--- src/design/zeb_pkg.sv ---
package zeb_pkg;
  localparam int ZONES = 3;
  localparam int WBD = 3;
  localparam int AW = 20;
  localparam int DW = 32;
  localparam int HW = 16;
  localparam int CW = 5;
  localparam int LW = 3;
  localparam int ACW = 4;
  localparam int TW = 3;
  localparam int ZW = 2;
  localparam logic [1:0] WIDTH_16 = 2'h3;
  localparam logic [1:0] WIDTH_32 = 2'h1;
  localparam logic [CW-1:0] SYNC_PT = 5'h01;
  localparam logic [CW-1:0] ASYNC_PT = 5'h03;
  localparam logic [CW-1:0] ACT_BASE = 5'h01;
  localparam logic [CW-1:0] CNT_ONE = 5'h01;
  localparam logic [1:0] WB_LAST = 2'h2;
  localparam logic [1:0] WB_MAX = 2'h3;
  localparam logic [2:0] PER_FULL = 3'h1;
  localparam logic [2:0] PER_HALF = 3'h2;
  typedef enum logic [2:0] {ST_IDLE, ST_BANK, ST_LEAD, ST_ACT, ST_TRAIL} zeb_st_t;
  typedef struct packed {
    logic [1:0] zone;
    logic wr;
    logic sz32;
    logic [AW-1:0] addr;
    logic [DW-1:0] data;
  } zeb_req_t;
  typedef struct packed {
    zeb_st_t st;
    logic [1:0] pc;
    logic [CW-1:0] rem;
    zeb_req_t [WBD-1:0] fifo;
    logic [1:0] head;
    logic [1:0] cnt;
    zeb_req_t cur;
    logic [1:0] last_zone;
    logic last_ok;
    logic rdy1;
    logic rdy2;
    logic [DW-1:0] din1;
    logic [DW-1:0] din2;
    logic [DW-1:0] rdata;
    logic rvalid;
    logic xclk;
    logic ckoe;
    logic [ZONES-1:0] cs_n;
    logic rd_n;
    logic we0_n;
    logic we1_n;
    logic doe;
  } zeb_state_t;
  localparam zeb_state_t ZEB_RST = '{st: ST_IDLE, cs_n: '1, rd_n: 1'b1, we0_n: 1'b1,
    we1_n: 1'b1, xclk: 1'b1, ckoe: 1'b1, default: '0};
endpackage

--- src/design/zeb_external_interface.sv ---
module zeb_external_interface (
  input wire logic clk_in,
  input wire logic nrst_in,
  input wire logic timing_clock_full_in,
  input wire logic output_clock_divide_select_in,
  input wire logic clock_output_disable_in,
  input wire logic write_buffer_enable_in,
  input wire logic [1:0] write_buffer_depth_in,
  input wire logic [zeb_pkg::ZONES*zeb_pkg::LW-1:0] zone_rd_lead_in,
  input wire logic [zeb_pkg::ZONES*zeb_pkg::ACW-1:0] zone_rd_active_in,
  input wire logic [zeb_pkg::ZONES*zeb_pkg::TW-1:0] zone_rd_trail_in,
  input wire logic [zeb_pkg::ZONES*zeb_pkg::LW-1:0] zone_wr_lead_in,
  input wire logic [zeb_pkg::ZONES*zeb_pkg::ACW-1:0] zone_wr_active_in,
  input wire logic [zeb_pkg::ZONES*zeb_pkg::TW-1:0] zone_wr_trail_in,
  input wire logic [zeb_pkg::ZONES-1:0] zone_timing_doubler_in,
  input wire logic [zeb_pkg::ZONES-1:0] zone_use_ready_in,
  input wire logic [zeb_pkg::ZONES-1:0] zone_ready_sync_in,
  input wire logic [zeb_pkg::ZONES*zeb_pkg::ZW-1:0] zone_width_select_in,
  input wire logic [1:0] bank_zone_in,
  input wire logic [2:0] bank_cycles_in,
  input wire logic req_valid_in,
  output logic req_ready_out,
  input wire logic [1:0] req_zone_in,
  input wire logic req_write_in,
  input wire logic req_size32_in,
  input wire logic [zeb_pkg::AW-1:0] req_addr_in,
  input wire logic [zeb_pkg::DW-1:0] req_wdata_in,
  output logic rd_valid_out,
  output logic [zeb_pkg::DW-1:0] rd_data_out,
  output logic external_clock_output_out,
  output logic external_clock_output_oe_out,
  output logic [zeb_pkg::ZONES-1:0] zone_cs_n_out,
  output logic read_strobe_n_out,
  output logic low_write_strobe_n_out,
  output logic high_write_strobe_n_out,
  output logic [zeb_pkg::AW-1:0] external_address_bus_out,
  output logic [zeb_pkg::DW-1:0] external_data_bus_out,
  output logic external_data_bus_oe_out,
  input wire logic [zeb_pkg::DW-1:0] external_data_bus_in,
  input wire logic external_ready_in
);
  zeb_pkg::zeb_state_t s, n;
  zeb_pkg::zeb_req_t sel, req;
  logic [2:0] tper, per;
  logic [1:0] pcn, lim, wr_idx;
  logic tick, xr, pop, acc, dbl, use_c, hold, bnk;
  logic [zeb_pkg::LW-1:0] lead_v;
  logic [zeb_pkg::ACW-1:0] act_v;
  logic [zeb_pkg::TW-1:0] trl_v;
  logic [zeb_pkg::CW-1:0] llen, alen, tlen, pt, first_rem;
  zeb_pkg::zeb_st_t first_st;
  function automatic logic [1:0] inc3(input logic [1:0] v);
    inc3 = (v == zeb_pkg::WB_LAST) ? 2'h0 : v + 2'h1;
  endfunction
  // clock divider: system clock periods per external clock period
  // timing clock rate
  assign tper = timing_clock_full_in ? zeb_pkg::PER_FULL : zeb_pkg::PER_HALF;
  assign per = output_clock_divide_select_in ? tper : {tper[1:0], 1'b0};
  assign pcn = ({1'b0, s.pc} + 3'h1 >= per) ? 2'h0 : s.pc + 2'h1;
  assign tick = timing_clock_full_in | ~pcn[0];
  // start only on external clock rise
  assign xr = (pcn == 2'h0);
  // request intake
  assign req = '{zone: req_zone_in, wr: req_write_in, sz32: req_size32_in,
    addr: req_addr_in, data: req_wdata_in};
  assign lim = (write_buffer_depth_in == 2'h0) ? 2'h1 : write_buffer_depth_in;
  // buffered writes accepted while room remains
  assign req_ready_out = (req_write_in && write_buffer_enable_in) ? (s.cnt < lim) :
    (s.cnt == 2'h0 && s.st == zeb_pkg::ST_IDLE);
  assign acc = req_valid_in && req_ready_out;
  assign wr_idx = (s.cnt == 2'h0) ? s.head :
    (s.cnt == 2'h1) ? inc3(s.head) : inc3(inc3(s.head));
  assign pop = (s.st == zeb_pkg::ST_IDLE) && xr && (s.cnt != 2'h0);
  // phase lengths of the access in hand (fifo head when idle); config not latched meanwhile
  // config read live during access
  assign sel = (s.st == zeb_pkg::ST_IDLE) ? s.fifo[s.head] : s.cur;
  assign lead_v = sel.wr ? zone_wr_lead_in[sel.zone*zeb_pkg::LW +: zeb_pkg::LW] :
    zone_rd_lead_in[sel.zone*zeb_pkg::LW +: zeb_pkg::LW];
  assign act_v = sel.wr ? zone_wr_active_in[sel.zone*zeb_pkg::ACW +: zeb_pkg::ACW] :
    zone_rd_active_in[sel.zone*zeb_pkg::ACW +: zeb_pkg::ACW];
  assign trl_v = sel.wr ? zone_wr_trail_in[sel.zone*zeb_pkg::TW +: zeb_pkg::TW] :
    zone_rd_trail_in[sel.zone*zeb_pkg::TW +: zeb_pkg::TW];
  assign dbl = zone_timing_doubler_in[sel.zone];
  assign llen = zeb_pkg::CW'(lead_v) << dbl;
  assign alen = (zeb_pkg::CW'(act_v) << dbl) + zeb_pkg::ACT_BASE;
  assign tlen = zeb_pkg::CW'(trl_v) << dbl;
  assign first_st = (llen == '0) ? zeb_pkg::ST_ACT : zeb_pkg::ST_LEAD;
  assign first_rem = (llen == '0) ? alen : llen;
  // ready sample point, clamped when active is shorter than it
  // per-zone use and mode
  assign use_c = zone_use_ready_in[sel.zone];
  assign pt = zone_ready_sync_in[sel.zone] ? zeb_pkg::SYNC_PT :
    ((alen < zeb_pkg::ASYNC_PT) ? alen : zeb_pkg::ASYNC_PT);
  assign hold = (s.st == zeb_pkg::ST_ACT) && tick && use_c && (s.rem == pt) && !s.rdy2;
  assign bnk = s.last_ok && (sel.zone != s.last_zone) && (bank_cycles_in != 3'h0) &&
    (sel.zone == bank_zone_in || s.last_zone == bank_zone_in);
  // next state: divider, fifo, access sequencer, pin images
  always_comb begin
    logic [1:0] zw;
    logic wact;
    zw = '0;
    wact = 1'b0;
    n = s;
    n.pc = pcn;
    n.rdy1 = external_ready_in;
    n.rdy2 = s.rdy1;
    n.din1 = external_data_bus_in;
    n.din2 = s.din1;
    n.rvalid = 1'b0;
    if (acc) begin
      n.fifo[wr_idx] = req;
    end
    n.cnt = s.cnt + {1'b0, acc} - {1'b0, pop};
    case (s.st)
      zeb_pkg::ST_IDLE: begin
        if (pop) begin
          n.cur = s.fifo[s.head];
          n.head = inc3(s.head);
          if (bnk) begin
            n.st = zeb_pkg::ST_BANK;
            n.rem = zeb_pkg::CW'(bank_cycles_in);
          end else begin
            n.st = first_st;
            n.rem = first_rem;
          end
        end
      end
      zeb_pkg::ST_BANK: begin
        if (tick) begin
          if (s.rem == zeb_pkg::CNT_ONE) begin
            n.st = first_st;
            n.rem = first_rem;
          end else begin
            n.rem = s.rem - zeb_pkg::CNT_ONE;
          end
        end
      end
      zeb_pkg::ST_LEAD: begin
        if (tick) begin
          if (s.rem == zeb_pkg::CNT_ONE) begin
            n.st = zeb_pkg::ST_ACT;
            n.rem = alen;
          end else begin
            n.rem = s.rem - zeb_pkg::CNT_ONE;
          end
        end
      end
      zeb_pkg::ST_ACT: begin
        if (tick && !hold) begin
          if (s.rem == zeb_pkg::CNT_ONE) begin
            if (zone_width_select_in[s.cur.zone*zeb_pkg::ZW +: zeb_pkg::ZW] ==
                zeb_pkg::WIDTH_32) begin
              n.rdata = s.din2;
            end else begin
              n.rdata = {{zeb_pkg::HW{1'b0}}, s.din2[zeb_pkg::HW-1:0]};
            end
            n.rvalid = !s.cur.wr;
            if (tlen == '0) begin
              n.st = zeb_pkg::ST_IDLE;
              n.last_zone = s.cur.zone;
              n.last_ok = 1'b1;
            end else begin
              n.st = zeb_pkg::ST_TRAIL;
              n.rem = tlen;
            end
          end else begin
            n.rem = s.rem - zeb_pkg::CNT_ONE;
          end
        end
      end
      zeb_pkg::ST_TRAIL: begin
        if (tick) begin
          if (s.rem == zeb_pkg::CNT_ONE) begin
            n.st = zeb_pkg::ST_IDLE;
            n.last_zone = s.cur.zone;
            n.last_ok = 1'b1;
          end else begin
            n.rem = s.rem - zeb_pkg::CNT_ONE;
          end
        end
      end
      default: begin
        n.st = zeb_pkg::ST_IDLE;
      end
    endcase
    n.cs_n = '1;
    if (n.st == zeb_pkg::ST_LEAD || n.st == zeb_pkg::ST_ACT || n.st == zeb_pkg::ST_TRAIL) begin
      n.cs_n[n.cur.zone] = 1'b0;
    end
    n.rd_n = !(n.st == zeb_pkg::ST_ACT && !n.cur.wr);
    wact = (n.st == zeb_pkg::ST_ACT) && n.cur.wr;
    zw = zone_width_select_in[n.cur.zone*zeb_pkg::ZW +: zeb_pkg::ZW];
    if (zw == zeb_pkg::WIDTH_32) begin
      n.we0_n = !(wact && (n.cur.sz32 || !n.cur.addr[0]));
      n.we1_n = !(wact && (n.cur.sz32 || n.cur.addr[0]));
    end else begin
      n.we0_n = !wact;
      n.we1_n = 1'b1;
    end
    n.doe = wact;
    n.xclk = (per == zeb_pkg::PER_FULL) || ({1'b0, pcn} < {1'b0, per[2:1]});
    n.ckoe = !clock_output_disable_in;
  end

  // state register
  always_ff @(posedge clk_in) begin
    if (!nrst_in) begin
      s <= zeb_pkg::ZEB_RST;
    end else begin
      s <= n;
    end
  end

  // outputs straight from the state flops
  assign rd_valid_out = s.rvalid;
  assign rd_data_out = s.rdata;
  assign external_clock_output_out = s.xclk;
  assign external_clock_output_oe_out = s.ckoe;
  assign zone_cs_n_out = s.cs_n;
  assign read_strobe_n_out = s.rd_n;
  assign low_write_strobe_n_out = s.we0_n;
  assign high_write_strobe_n_out = s.we1_n;
  assign external_address_bus_out = s.cur.addr;
  assign external_data_bus_out = s.cur.data;
  assign external_data_bus_oe_out = s.doe;
  // helper: timing ticks spent in active
  logic [zeb_pkg::CW:0] act_ticks;
  always_ff @(posedge clk_in) begin
    if (!nrst_in || s.st != zeb_pkg::ST_ACT) begin
      act_ticks <= '0;
    end else if (tick) begin
      act_ticks <= act_ticks + 6'h01;
    end
  end
endmodule // zeb_external_interface

--- config.mk ---
export PLATFORM = sky130hd
export DESIGN_NAME = zeb_external_interface
export DESIGN_NICKNAME = d
export VERILOG_FILES = /design/src/design/zeb_pkg.sv /design/src/design/zeb_external_interface.sv
export SDC_FILE = /design/constraint.sdc
export NUM_CORES = 1
export LEC_CHECK = 0
export ABC_AREA = 1
export BUFFER_PORTS_ARGS = -buffer_cell sky130_fd_sc_hd__buf_4
export CAP_MARGIN = 15
export CORE_MARGIN = 3
export CORE_UTILIZATION = 51
export DETAILED_ROUTE_END_ITERATION = 7
export PLACE_DENSITY = 0.83
export SLEW_MARGIN = 20
export SYNTH_ARGS = -nofsm -noshare
export SYNTH_HDL_FRONTEND = slang
export SYNTH_SLANG_ARGS = --single-unit
--- constraint.sdc ---
create_clock -name clk_in -period 4.41 [get_ports clk_in]
set_input_delay 0.882 -clock clk_in [delete_from_list [all_inputs] [get_ports clk_in]]
set_output_delay 0.882 -clock clk_in [all_outputs]
set_load 0.005 [all_outputs]
---- After elaboration in Yosys (flattened, before gate mapping) ----
Index checks and enable logic that the tools add are counted.
storage, ports and cells
  logic and storage cells ................. 218
  flip-flop bits (word level) ............. 349
  output and inout port bits .............. 95
cells by class
  add/sub/neg operators ................... 8
  bitwise gates (word level) .............. 3
  reduce and logical (&&, ||, !) cells .... 52
  multiply operators ...................... 1
  shift operators ......................... 11
  mux-type cells .......................... 64
  order comparisons ....................... 10
  equal/unequal tests ..................... 28
operators by type and width
  operator               count
  $mux W56               5
  $bwmux W168            1
  $bmux W56 S2           1
  $demux W56 S2          1
  $mux W5                14
  $mux W3                18
  $shiftx A9 B5 Y3       4
  $mux W32               1
  $pmux W5 S5            1
  $shiftx A12 B5 Y4      2
  $logic_and A1 B1 Y1    19
  $mux W2                9
  $pmux W3 S5            1
  $eq A3 B2 Y1 const B   4
  $lt A2 B3 Y1 const B   4
  $ne A2 B2 Y1 const B   6
  $shiftx A6 B4 Y2       2
  $logic_not A1 Y1       10
  $logic_not A5 Y1       2
  $shl A3 B1 Y5          2
  $reduce_and A8 Y1      1
  $add A2 B1 Y2 const B  3
  $bmux W1 S2            3
  $eq A2 B1 Y1 const B   3
  other kinds (37)       60

---- Depth between registers and ports, before layout ----
  depth in word-level cells ............... 22
  mapped depth ............................ 30
  gate-level depth less buffers ........... 30

---- Least setup slack after synthesis ----
Ideal clock, no wire load.
  path kind ............................... input -> register
  from .................................... in timing_clock_full_in
  to ...................................... reg s[168] (netlist name)
  stages .................................. 19
  required time ........................... 4,340 ps
  path slack .............................. 523 ps
  buffers on the path ..................... 3
  arrival time ............................ 3,818 ps
  cells stage by stage .................... inv_1 > ha_1 > inv_1 > ha_1 > nand2_1 > o211ai_1 > nor2_1 > inv_1 > nand3_1 > inv_1 > clkbuf_1 > clkbuf_1 > clkbuf_1 > ha_1 > inv_1 > ha_1 > xor2_1 > o21ai_0 > a21oi_1
between the ends
  word-level cells in the longest chain between the ends .. 8
RTL lines
  element                           RTL line                       text
  start, declared                   zeb_external_interface.sv:4    input wire logic timing_clock_full_in,
  $mux W2                           zeb_external_interface.sv:57   assign tper = timing_clock_full_in ? zeb_pkg::PER_FULL : zeb_pkg::PER_HALF;
  $mux W3                           zeb_external_interface.sv:58   assign per = output_clock_divide_select_in ? tper : {tper[1:0], 1'b0};
  $ge A3 B3 Y1                      zeb_external_interface.sv:59   assign pcn = ({1'b0, s.pc} + 3'h1 >= per) ? 2'h0 : s.pc + 2'h1;
  $mux W2                           zeb_external_interface.sv:59
  $logic_not A2 Y1                  zeb_external_interface.sv:62   assign xr = (pcn == 2'h0);
  $logic_and A1 B1 Y1 (2 in a row)  zeb_external_interface.sv:73   assign pop = (s.st == zeb_pkg::ST_IDLE) && xr && (s.cnt != 2'h0);
  $sub A2 B1 Y2                     zeb_external_interface.sv:113  n.cnt = s.cnt + {1'b0, acc} - {1'b0, pop};
  end signal, assigned              zeb_external_interface.sv:208  s <= zeb_pkg::ZEB_RST;
  end signal, assigned              zeb_external_interface.sv:210  s <= n;
  end, declared                     zeb_external_interface.sv:42   zeb_pkg::zeb_state_t s, n;
Every way passes these cells.
A chain may end at the register's enable or synchronous reset.

---- Final worst setup path ----
  from .................................... reg s[170] (netlist name)
  to ...................................... reg s, in the netlist rd_data_out[20]
between the ends
  word-level cells in the longest chain between the ends .. 16
RTL lines
  element                                    RTL line                                                    text
  $bmux W56 S2 (*)                           zeb_external_interface.sv:76                                assign sel = (s.st == zeb_pkg::ST_IDLE) ? s.fifo[s.head] : s.cur;
  $mux W56 (implied by the code) (*)         zeb_external_interface.sv:76
  $mux W56 (*)                               zeb_external_interface.sv:76
  $shiftx A12 B5 Y4 (tied with other cells)  zeb_external_interface.sv:80                                zone_rd_active_in[sel.zone*zeb_pkg::ACW +: zeb_pkg::ACW];
  $mux W4 or $mux W1 (tied branches)         zeb_external_interface.sv:79, zeb_external_interface.sv:83
  $shl A4 B1 Y5                              zeb_external_interface.sv:85                                assign alen = (zeb_pkg::CW'(act_v) << dbl) + zeb_pkg::ACT_BASE;
  $add A5 B1 Y5                              zeb_external_interface.sv:85
  $lt A5 B2 Y1                               zeb_external_interface.sv:93                                ((alen < zeb_pkg::ASYNC_PT) ? alen : zeb_pkg::ASYNC_PT);
  $mux W5                                    zeb_external_interface.sv:93
  $mux W5                                    zeb_external_interface.sv:92                                assign pt = zone_ready_sync_in[sel.zone] ? zeb_pkg::SYNC_PT :
  $eq A5 B5 Y1                               zeb_external_interface.sv:94                                assign hold = (s.st == zeb_pkg::ST_ACT) && tick && use_c && (s.rem == pt) && !s.rdy2;
  $logic_and A1 B1 Y1 (*) (2 in a row)       zeb_external_interface.sv:94
  $logic_not A1 Y1 (*)                       zeb_external_interface.sv:149                               if (tick && !hold) begin
  $logic_and A1 B1 Y1 (*)                    zeb_external_interface.sv:149
  $reduce_and A3 Y1 (no line) (*)            n/a
Every way passes the cells marked *; elsewhere a longest branch is shown, timed or not. The select of a mux whose other input is x is not followed.

==> flow_summary_export.csv <==
group,metric,value,unit
status,status,"finished, final reports clean",
cells_and_area,seq_area,0.00699,mm²
floorplanning,die_area,0.0320,mm²
power,leakage,0.00805,µW
global_routing,grt_pass1_vias,12800,
power,switching_share,41.1,%
worst_setup_path,worstPathArrival,4.37,ns
place,gp_congestion,0.938,
power,internal_power,8040,µW
worst_setup_path,setup.worst_path.class,"flip-flop to flip-flop",
floorplanning,start_util,52.5,%
logic_synthesis,synthTopCellsByArea,"dfxtp_1 46%, o21ai_0 9.9%, nand2_1 7.4%",
min_path,min_path_type,"flip-flop to flip-flop",
power,pwr-share-comb,44.5,%
logic_synthesis,synth-seq-area-share,45.8,%
sta,finalCritPeriodShare,89.3,%
floorplanning,core_area,0.0291,mm²
global_routing,grt_max_degree,203,
worst_setup_path,critPathBufInv,4,
clock_tree,cts-root-buf,"clkbuf_16",
clock_tree,clk_pin_slew,0.06,ns
power,vdd_ir_drop_max,0.499,mV
clock_tree,clk_latency,0.51,ns
global_routing,grt_pass1_wl,62600,µm
clock_tree,ctsHoldBuffers,0,
cells_and_area,final_cells,2613,
power,clockPowerShare,23.2,%
sta,hold_viol,0,
place,placed_cells,2552,
detailed_routing,vias,13600,
sta,min_period,3.94,ns
logic_synthesis,yosysTopAreaCellShare,45.8,%
logic_synthesis,yosys_warnings,0,
cells_and_area,drive_above_1_share,17.9,%
clock_tree,cts_tree,"done",
worst_setup_path,critPathSlowestCell,"dfxtp_1",
logic_synthesis,yosysMostFrequentCell,"dfxtp_1",
logic_synthesis,ys_ff_latch,349,
power,net-switching-power,5620,µW
sta,maxSlewViolCount,0,
sta,rsz0062_at_grt,"no",
clock_tree,clock_sinks,349,
logic_synthesis,syn_area_per_cell,7.32,µm²
detailed_routing,final_antenna_net_count,0,
floorplanning,io_pins,273,
sta,fmax,254,MHz
detailed_routing,firstDrtPassIters,5,
cells_and_area,syn2layout_area_growth,18.3,%
worst_setup_path,worstSetupStartpointType,"flip-flop",
clock_tree,cts_resized,0,
global_routing,antenna_found_initial,0,
clock_tree,cts_buffers,37,
worst_setup_path,path_max_fanout,32,
detailed_routing,wl_per_cell,15.3,µm
worst_setup_path,cp_cell_sequence,"inv_2 -> nand3_1 -> nand4_1 -> nand2_2 -> nand2_1 -> nand2_1 -> nand2_1 -> nand2_1 -> nand2_1 -> inv_1 -> nand2_1 -> inv_1 -> ha_1 -> nand2_1 -> nand3_1 -> nor2_4 -> nand3_1 -> nand3_1 -> nand2_1 -> nand2_2 -> nand3_4 -> inv_2 -> nand2_1 -> a21oi_1",
sta,setup_violations,0,
detailed_routing,drt_iter0_markers,1079,
worst_setup_path,cp-end-kind,"flip-flop",
clock_tree,cts.htree.levels,2,
sta,slew-limit-headroom,32.9,%
logic_synthesis,synth_edf_count,0,
worst_setup_path,cp_slowest_stage_delay,0.57,ns
worst_setup_path,critPathMostFrequentCell,"nand2_1",
worst_setup_path,cp_data_required_time,4.84,ns
sta,finClkSkew,0.0229,ns
floorplanning,die_x,179,µm
power,seqPwrFrac,32.3,%
job,maxCapViolCount,0,
floorplanning,placementRows,62,
cells_and_area,num-nets-final,2398,
power,power_density,757,mW/mm²
logic_synthesis,synth_area_leader_cell,"dfxtp_1",
global_routing,grt_use_total,23.7,%
cells_and_area,multiInputGateArea,0.00617,mm²
logic_synthesis,synth_top_flop_cell,"dfxtp_1",
logic_synthesis,synthesis.area,0.0153,mm²
logic_synthesis,syn_inst,2084,
detailed_routing,vias_per_cell,5.20,
logic_synthesis,synthArstFlopShare,0,%
cells_and_area,final.fill_count,2531,
logic_synthesis,synth_nets,2275,
detailed_routing,drc,0,
logic_synthesis,synth.top_cells.by_count,"349 x dfxtp_1, 302 x o21ai_0, 299 x nand2_1",
sta,worstMarginPinSlew,1.01,ns
sta,finalSetupTns,0,ns
clock_tree,post_cts_buffers,0,
clock_tree,clockBufferDepth,3,
place,hpwl,26400,µm
worst_setup_path,critical-path-top-delay-family,"simple AND/OR/NAND/NOR gates",
logic_synthesis,ys_types,52,
floorplanning,die_h,179,µm
global_routing,grt_overflow,0,
detailed_routing,wl,39900,µm
place,io_buffers,272,
-- layout make-up --
class / instances / share of cell area (%)
Antenna cell: 1 / 0.0139
Clock buffer: 47 / 5.78
Clock inverter: 13 / 1.13
Inverter: 261 / 5.43
Multi-Input combinational cell: 1270 / 34.2
Sequential cell: 349 / 38.7
Tap cell: 384 / 2.66
Timing Repair Buffer: 288 / 12.1
-- layout by cell type (no fill, tap or decap), types with 3 or more instances in the layout --
cell,instances
dfxtp_1,349
o21ai_0,302
nand2_1,296
buf_4,286
inv_1,251
nor2_1,249
a21oi_1,222
nand3_1,56
clkbuf_16,37
a221oi_1,15
nand2_2,14
ha_1,13
nor3_1,9
o211ai_1,8
nand4_1,8
clkbuf_8,8
inv_2,7
nand3_2,7
o22ai_1,7
clkinv_2,6
or2_2,6
nand2_4,5
xor2_1,5
bufinv_16,5
nor2_4,4
o21bai_1,4
xnor2_1,4
a21boi_0,4
o21ai_1,3
-- stage by stage --
| stage | cell area (µm²) | utilization (%) | total power, µW | hold WS (ns) | setup WS, ns |
|---|---|---|---|---|---|
| final | 18000 | 62.0 | 13700 | 0.408 | 0.471 |
| after global routing | 18000 | 62.0 | 14700 | 0.425 | 0.0863 |
| after CTS | 18000 | 62.0 | 13700 | 0.410 | 0.512 |
| after detailed placement | 16800 | 57.7 | 10500 | 0.396 | 0.527 |
| after global placement | 16800 | 57.7 | 10300 | 0.395 | 0.716 |
| after floorplan | 15300 | - | 8940 | 0.390 | 0.523 |
-- per-layer routing --
layer | global-route usage, % | up-vias | part of all wire, %
li1 | - | 6850 | -
met1 | 28.6 | 6180 | 41
met2 | 41.5 | 460 | 48
met3 | 5.51 | 88 | 8.1
met4 | 8.18 | 0 | 3.1
met5 | 0 | - | 0
-- sequential cells by signal, indices dropped and copies added (netlist names), 3 cells and up --
signal                    cells
external_address_bus_out     20
external_data_bus_out        32
n                            33
rd_data_out                  32
s                           222
zone_cs_n_out                 3
-- worst min-delay path, stage by stage (launching register included) --
cell and delay [ns]:
dfxtp_1 0.30, nand2_1 0.04, inv_1 0.04
-- cells by family after synthesis --
logic type,after synthesis,share of synthesized area (%)
muxes,2,0.131
adders and majority gates,13,1.07
and+or+nand+nor,664,18.4
AOI/OAI and AO/OA,582,20.2
xor gates and xnor gates,9,0.517
buffers and inverters,465,13.9
DFF,349,45.8
-- worst paths after layout --
path / start / end / slack, ns / cells after the start
max: s[170] / rd_data_out[20] / 0.47 / 24
min: n[63] / s[63] / 0.41 / 2
max reg2reg: s[170] / rd_data_out[20] / 0.47 / 24
min reg2reg: n[63] / s[63] / 0.41 / 2
-- power by group through the flow --
stage               clock [µW]  combinational [µW]  sequential, µW
global placement             0                5870            4430
CTS                       3230                6060            4410
floorplan                    0                4610            4330
detailed placement           0                6010            4460
finish                    3180                6080            4410
global route              3360                6830            4500
(Power assumes the default switching activity.)
